--- src/core/cdtc_pkg.sv ---
// shared constants for the no-auto-retransmit transmit-completion block
package cdtc_pkg;
    // number of transmit buffers by default
    localparam int unsigned CDTC_NUM_BUFS_DEF = 32;
    // smallest and largest buffer count the logic serves
    localparam int unsigned CDTC_NUM_BUFS_MIN = 2;
    localparam int unsigned CDTC_NUM_BUFS_MAX = 32;
    // buffer index taken as previously started after reset
    localparam int unsigned CDTC_PREV_IDX_RST = 0;
    // reset values of the flag vectors
    localparam logic        CDTC_FLAG_RST     = 1'h0;
    // attempt sequencer states
    typedef enum logic [0:0] {
        CDTC_ST_IDLE,
        CDTC_ST_BUSY
    } cdtc_state_t;
endpackage

--- src/core/cdtc_buf_pick.sv ---
// lowest-index pending transmit buffer selector
`timescale 1ns/1ps
module cdtc_buf_pick
    import cdtc_pkg::*;
#(
    parameter int unsigned NUM_BUFS = CDTC_NUM_BUFS_DEF,
    parameter int unsigned IW       = $clog2(NUM_BUFS)
) (
    // candidate buffers
    input  wire logic [NUM_BUFS-1:0] pending,
    // selection result
    output logic                     found,
    output logic [IW-1:0]            idx
);
    // the index must be wide enough to name every buffer
    if (NUM_BUFS < 1 || IW < 1 || IW < $clog2(NUM_BUFS)) begin : g_chk
        $error("cdtc_buf_pick: IW too narrow for NUM_BUFS");
    end

    // scan from the top so the lowest pending index wins
    always_comb begin
        found = 1'b0;
        idx   = '0;
        for (int i = NUM_BUFS - 1; i >= 0; i--) begin
            if (pending[i]) begin
                found = 1'b1;
                idx   = IW'(i);
            end
        end
    end
endmodule

--- src/core/cdtc_top.sv ---
// transmit-completion flag handling with the early arbitration-loss anomaly
`timescale 1ns/1ps
//
// Contract
// no auto retransmit after failure in that mode
// failure clears pending, sets cancel-done flag
// early arbitration loss updates previously started buffer
// buffer left pending is transmitted once more
// repeated early loss updates the same buffer
// bus errors always update the transmitted buffer
// at most one extra retransmission per buffer
// track last started buffer, reset to zero
module cdtc_top
    import cdtc_pkg::*;
#(
    parameter int unsigned NUM_BUFS = CDTC_NUM_BUFS_DEF,
    parameter int unsigned IW       = $clog2(NUM_BUFS)
) (
    // clock and reset
    input  wire logic                sys_clk,
    input  wire logic                rst,
    // configuration
    input  wire logic                no_auto_retransmit_mode,
    // software request pulses, one bit per buffer
    input  wire logic [NUM_BUFS-1:0] req_set,
    // attempt outcome from the protocol engine, one-cycle pulses plus an early-loss qualifier
    input  wire logic                tx_ok,
    input  wire logic                bus_err,
    input  wire logic                arb_lost,
    input  wire logic                arb_lost_early,
    // attempt control towards the protocol engine
    output logic                     attempt_start,
    output logic [IW-1:0]            attempt_buf,
    output logic                     attempt_active,
    // flag vectors seen by software
    output logic [NUM_BUFS-1:0]      tx_pending_flags,
    output logic [NUM_BUFS-1:0]      tx_cancel_done_flags,
    output logic [NUM_BUFS-1:0]      tx_done_flags
);
    // refuse buffer counts the index logic cannot serve
    if (NUM_BUFS < CDTC_NUM_BUFS_MIN || NUM_BUFS > CDTC_NUM_BUFS_MAX) begin : g_chk
        $error("cdtc_top: NUM_BUFS out of range");
    end
    // a hand-set index width that differs from the buffer count would alias buffers
    if (IW != $clog2(NUM_BUFS)) begin : g_chk_iw
        $error("cdtc_top: IW does not match NUM_BUFS");
    end

    cdtc_state_t         state_r;        // sequencer state
    logic [IW-1:0]       cur_buf_r;      // buffer of the running attempt
    logic [IW-1:0]       prev_buf_r;     // buffer started before it
    logic [IW-1:0]       last_buf_r;     // most recently started buffer
    logic [NUM_BUFS-1:0] pend_r;         // request-pending flags
    logic [NUM_BUFS-1:0] cdone_r;        // cancellation-finished flags
    logic [NUM_BUFS-1:0] done_r;         // transmission-done flags
    logic                start_r;        // attempt start pulse
    logic                active_r;       // attempt in progress, kept for the output
    logic                pick_found;     // some buffer is pending
    logic [IW-1:0]       pick_idx;       // lowest pending buffer
    logic                outcome;        // attempt ends this cycle
    logic                fail_ev;        // attempt failed in no-retry mode
    logic                misdir;         // failure lands on previous buffer
    logic [IW-1:0]       fail_tgt;       // buffer whose flags are updated
    logic [NUM_BUFS-1:0] one_cur;        // one-hot of running buffer
    logic [NUM_BUFS-1:0] one_tgt;        // one-hot of update target
    logic [NUM_BUFS-1:0] hw_clr;         // pending bits cleared by hardware
    logic [NUM_BUFS-1:0] cd_set;         // cancel-done bits set by hardware
    logic [NUM_BUFS-1:0] ok_set;         // done bits set by hardware

    // pending buffer selection
    cdtc_buf_pick #(
        .NUM_BUFS (NUM_BUFS),
        .IW       (IW)
    ) u_pick (
        .pending  (pend_r),
        .found    (pick_found),
        .idx      (pick_idx)
    );

    // outcome decode and update targets
    always_comb begin
        outcome  = (state_r == CDTC_ST_BUSY) && (tx_ok || bus_err || arb_lost);
        // a bus error takes precedence over a lost arbitration
        fail_ev  = outcome && !tx_ok && no_auto_retransmit_mode;
        misdir   = fail_ev && !bus_err && arb_lost && arb_lost_early;
        fail_tgt = misdir ? prev_buf_r : cur_buf_r;
        one_cur  = {{(NUM_BUFS-1){1'b0}}, 1'b1} << cur_buf_r;
        one_tgt  = {{(NUM_BUFS-1){1'b0}}, 1'b1} << fail_tgt;
        hw_clr   = '0;
        cd_set   = '0;
        ok_set   = '0;
        if (outcome && tx_ok) begin
            // success retires the running buffer
            hw_clr = one_cur;
            ok_set = one_cur;
        end else if (fail_ev) begin
            // failure in no-retry mode cancels the target buffer
            hw_clr = one_tgt;
            cd_set = one_tgt;
        end
    end

    // sequencer: start lowest pending buffer, wait for its outcome
    always_ff @(posedge sys_clk or posedge rst) begin
        if (rst) begin
            state_r  <= CDTC_ST_IDLE;
            start_r  <= 1'b0;
            active_r <= 1'b0;
        end else begin
            start_r <= 1'b0;
            case (state_r)
                CDTC_ST_IDLE: begin
                    // a still-pending buffer is simply picked again
                    if (pick_found) begin
                        state_r  <= CDTC_ST_BUSY;
                        start_r  <= 1'b1;
                        active_r <= 1'b1;
                    end
                end
                CDTC_ST_BUSY: begin
                    // outside no-retry mode a failed buffer stays pending
                    if (outcome) begin
                        state_r  <= CDTC_ST_IDLE;
                        active_r <= 1'b0;
                    end
                end
                default: begin
                    // unreachable code: fall back to idle with no attempt open
                    state_r  <= CDTC_ST_IDLE;
                    active_r <= 1'b0;
                end
            endcase
        end
    end

    // buffer index tracking
    always_ff @(posedge sys_clk or posedge rst) begin
        if (rst) begin
            cur_buf_r  <= IW'(CDTC_PREV_IDX_RST);
            prev_buf_r <= IW'(CDTC_PREV_IDX_RST);
            last_buf_r <= IW'(CDTC_PREV_IDX_RST);
        end else if (state_r == CDTC_ST_IDLE && pick_found) begin
            // previous is whatever was started last, buffer 0 before any
            cur_buf_r  <= pick_idx;
            prev_buf_r <= last_buf_r;
            last_buf_r <= pick_idx;
        end
    end

    // request-pending flags: a new request wins over a hardware clear
    always_ff @(posedge sys_clk or posedge rst) begin
        if (rst) begin
            pend_r <= {NUM_BUFS{CDTC_FLAG_RST}};
        end else begin
            pend_r <= (pend_r & ~hw_clr) | req_set;
        end
    end

    // completion flags: hardware set wins over clear by a new request
    always_ff @(posedge sys_clk or posedge rst) begin
        if (rst) begin
            cdone_r <= {NUM_BUFS{CDTC_FLAG_RST}};
            done_r  <= {NUM_BUFS{CDTC_FLAG_RST}};
        end else begin
            cdone_r <= (cdone_r & ~req_set) | cd_set;
            done_r  <= (done_r & ~req_set) | ok_set;
        end
    end

    // outputs straight from flip-flops
    assign attempt_start        = start_r;
    assign attempt_buf          = cur_buf_r;
    assign attempt_active       = active_r;
    assign tx_pending_flags     = pend_r;
    assign tx_cancel_done_flags = cdone_r;
    assign tx_done_flags        = done_r;

    // helper: buffer left pending by a misdirected update
    logic          extra_v_r;   // an extra retry is owed
    logic [IW-1:0] extra_buf_r; // the buffer that owes it
    always_ff @(posedge sys_clk or posedge rst) begin
        if (rst) begin
            extra_v_r   <= 1'b0;
            extra_buf_r <= '0;
        end else if (misdir && prev_buf_r != cur_buf_r) begin
            extra_v_r   <= 1'b1;
            extra_buf_r <= cur_buf_r;
        end else if (outcome && extra_v_r && cur_buf_r == extra_buf_r) begin
            extra_v_r   <= 1'b0;
        end
    end
endmodule

--- config.mk ---
export PLATFORM = sky130hd
export DESIGN_NAME = cdtc_top
export DESIGN_NICKNAME = d
export VERILOG_FILES = /design/src/core/cdtc_pkg.sv /design/src/core/cdtc_buf_pick.sv /design/src/core/cdtc_top.sv
export SDC_FILE = /design/constraint.sdc
export NUM_CORES = 1
export LEC_CHECK = 0
export ABC_AREA = 1
export BUFFER_PORTS_ARGS = -buffer_cell sky130_fd_sc_hd__buf_2
export CAP_MARGIN = 25
export CORE_MARGIN = 4
export CORE_UTILIZATION = 55
export CTS_CLUSTER_DIAMETER = 100
export DETAILED_ROUTE_END_ITERATION = 16
export PLACE_DENSITY = 0.84
export SLEW_MARGIN = 15
export SYNTH_ARGS = -nofsm -noshare
export SYNTH_HDL_FRONTEND = slang
export SYNTH_SLANG_ARGS = --single-unit
--- constraint.sdc ---
create_clock -name sys_clk -period 4.4 [get_ports sys_clk]
set_input_delay 0.22 -clock sys_clk [delete_from_list [all_inputs] [get_ports sys_clk]]
set_output_delay 0.22 -clock sys_clk [all_outputs]
set_load 0.02 [all_outputs]
==> results.toml <==
[min_path]
min_path_type = "in2async"

[synth]
syn_avg_cell_area_sq_um = 8.006
synth_edf_count = 0
yosys.area.top_type = "dfrtp_1"
synth_area_sq_um = 4876
synth_area_leaders = "dfrtp_1 (56%), o21ai_0 (13%), nand2_1 (11%)"
synth.yosys.warnings = 0
synth-async-reset-ratio_pct = 100.0
synth_ff_type = "dfrtp_1"
ys_seq_area_share_pct = 55.94
syn_inst = 609
yosysUniqueCellTypes = 20
synth_fp_nets = 648
yosysTopAreaCellShare_pct = 55.94
ys_ff_latch = 109

[floorplanning]
dieArea_sq_um = 10440
placeableCoreArea_sq_um = 8678
die_x_um = 102.2
rows = 34
start_util_pct = 56.19
die_h_um = 102.2
io_pins = 142

[worst_setup_path]
critical_path_required_ps = 4700
path_buf_inv = 3
crit_type = "reg2reg"
cp-start-kind = "flip-flop"
critPathMostFrequentCell = "inv_1"
cp_top_family = "buffers and inverters"
critPathMaxStageDelay_ps = 760
end_kind = "flip-flop"
critPathMaxFanout = 31
crit_arrival_ps = 2870
path_cells = "nand2_1 -> inv_1 -> nand3_1 -> inv_1 -> nand3_2 -> o21ai_1 -> nor2_1 -> inv_1 -> o22ai_1 -> o21ai_0"
crit_slowest_cell = "inv_1"

[clock_network]
clk_pin_slew_worst_paths_ps = 110
cts_made_buffers = 9
root_buffer = "clkbuf_8"
cts_tree = "built"
cts_num_sinks = 109
htreeDepth = 3
postCtsHoldBufs = 0
clock_path_buffers = 2
ctsResizeCount = 0
post_cts_buffers = 0
clock_latency_ps = 390

[pwr]
p_leak_uw = 0.003058
p_per_area_nw_per_um2 = 354.1
ir_drop_v = 0.0001790

[drt]
drt_iter0_drc = 240
routed_via_density = 5.391
wl_per_cell_um = 15.85
ant_nets = 0
remaining_drc_errors = 0
drt-pass1-iter-count = 4
vias = 4642
wl_um = 13650

[cells_and_area]
stdcell_area_sq_um = 5872
antenna_cells = 0
area.growth.synth_to_final_pct = 20.43
drive_above_1_share_pct = 21.78
utilization_pct = 67.66
final_cell_mix = "nand2_1 (147), buf_2 (141), o21ai_0 (123)"
layout_commonest_cell = "nand2_1"
nets = 787

[sta]
post-route-min-period_ps = 2567
finalHoldViolations = 12
period_share_pct = 58.34
worstMarginPinSlew_ps = 1056
relSlewSlack_pct = 29.51
rsz0062_at_grt = "false"
setup_viol = 0
slew_viol_final = 0
max_freq_ghz = 0.3896
fin_setup_tns_ps = 0
timing.hold.ws_ps = -16.97
fin_skew_ps = 12.39

[placed_design]
globalplace.congestion = 0.9347
port_buffers = 141
dp_hpwl_um = 10030
placed_cell_area_sq_um = 5652

[grt]
grtUsageMet1_pct = 36.57
grt_usage_pct = 26.66
grt_pass1_wl_um = 21510
met2_usage_pct = 43.33
grt_pass1_vias = 4411
top_usage_layer = "met2"
grt.overflow.total = 0
gr-usage-met3_pct = 4.710
antenna_found_initial = 0
grt_max_degree = 68

[flow_run]
drv_cap = 0

[outcome]
status = "finished with violations"
violations = "negative hold slack"
report_power, final:
part | switching [uW] | total, uW | internal [uW]
Sequential | 44.2 | 1100 | 1060
Combinational | 302 | 413 | 111
Clock | 352 | 565 | 214
Total | 698 | 2080 | 1380
stage by stage:
step	hold slack (ps)	instances	worst slack (ps)	power, uW
6_report	-16.97	861	1833	2079
3_3_place_gp	421.7	842	2108	1495
3_5_place_dp	435.4	842	1944	1510
4_1_cts	21.18	858	1883	2065
2_1_floorplan	325.1	609	1306	1377
5_1_grt	49.52	861	1637	2183
cells by family after synthesis:
logic type | after synthesis | share of synthesized area [%]
flip-flops | 109 | 55.94
AO/OA/AOI/OAI | 150 | 16.19
buffers and inverters | 123 | 9.700
AND/OR/NAND/NOR | 227 | 18.17
cell usage after synthesis (2+ instances only):
master	n
nor3_1	5
o22ai_1	15
a21oi_1	3
nor2_1	62
o31ai_1	2
dfrtp_1	109
nor4_1	5
inv_1	105
o21ai_2	2
clkbuf_1	13
nand2_1	147
nand3_1	7
o21ai_1	3
o21ai_0	123
buf_2	3
path summary, 6_finish.rpt:
path	slack, ps	start	depth (start not counted)	end
min in group sys_clk	50	req_set[31]	2	tx_pending_flags[31]
min	-20	rst	2	tx_done_flags[0]
max in group asynchronous	3370	rst	3	tx_done_flags[10]
max reg2reg	1830	state_r	10	tx_pending_flags[23]
min reg2reg	490	tx_done_flags[20]	2	tx_done_flags[20]
max	1830	state_r	10	tx_pending_flags[23]
flip-flops by register name, indices dropped and copies added (netlist names):
signal	flops
tx_pending_flags	32
tx_cancel_done_flags	32
prev_buf_r	5
last_buf_r	5
attempt_active	1
tx_done_flags	32
state_r	1
attempt_start	1
per-layer routing:
metal	share of wire, %	vias to the layer above
li1	-	2197
met1	43	2229
met2	47	197
met3	8.3	19
met4	1.6	0
met5	0	-
area by class of cell:
| cell class | count | area [sq um] |
|---|---|---|
| timing repair buffer | 145 | 758.2 |
| sequential | 109 | 2728 |
| multi-input combinational | 377 | 1675 |
| clock buffer | 11 | 131.4 |
| clock inverter | 5 | 43.79 |
| inverter | 106 | 400.4 |
| tap | 108 | 135.1 |
| fill | 755 | 2806 |
No activity file was read; power rests on OpenSTA's default activity.
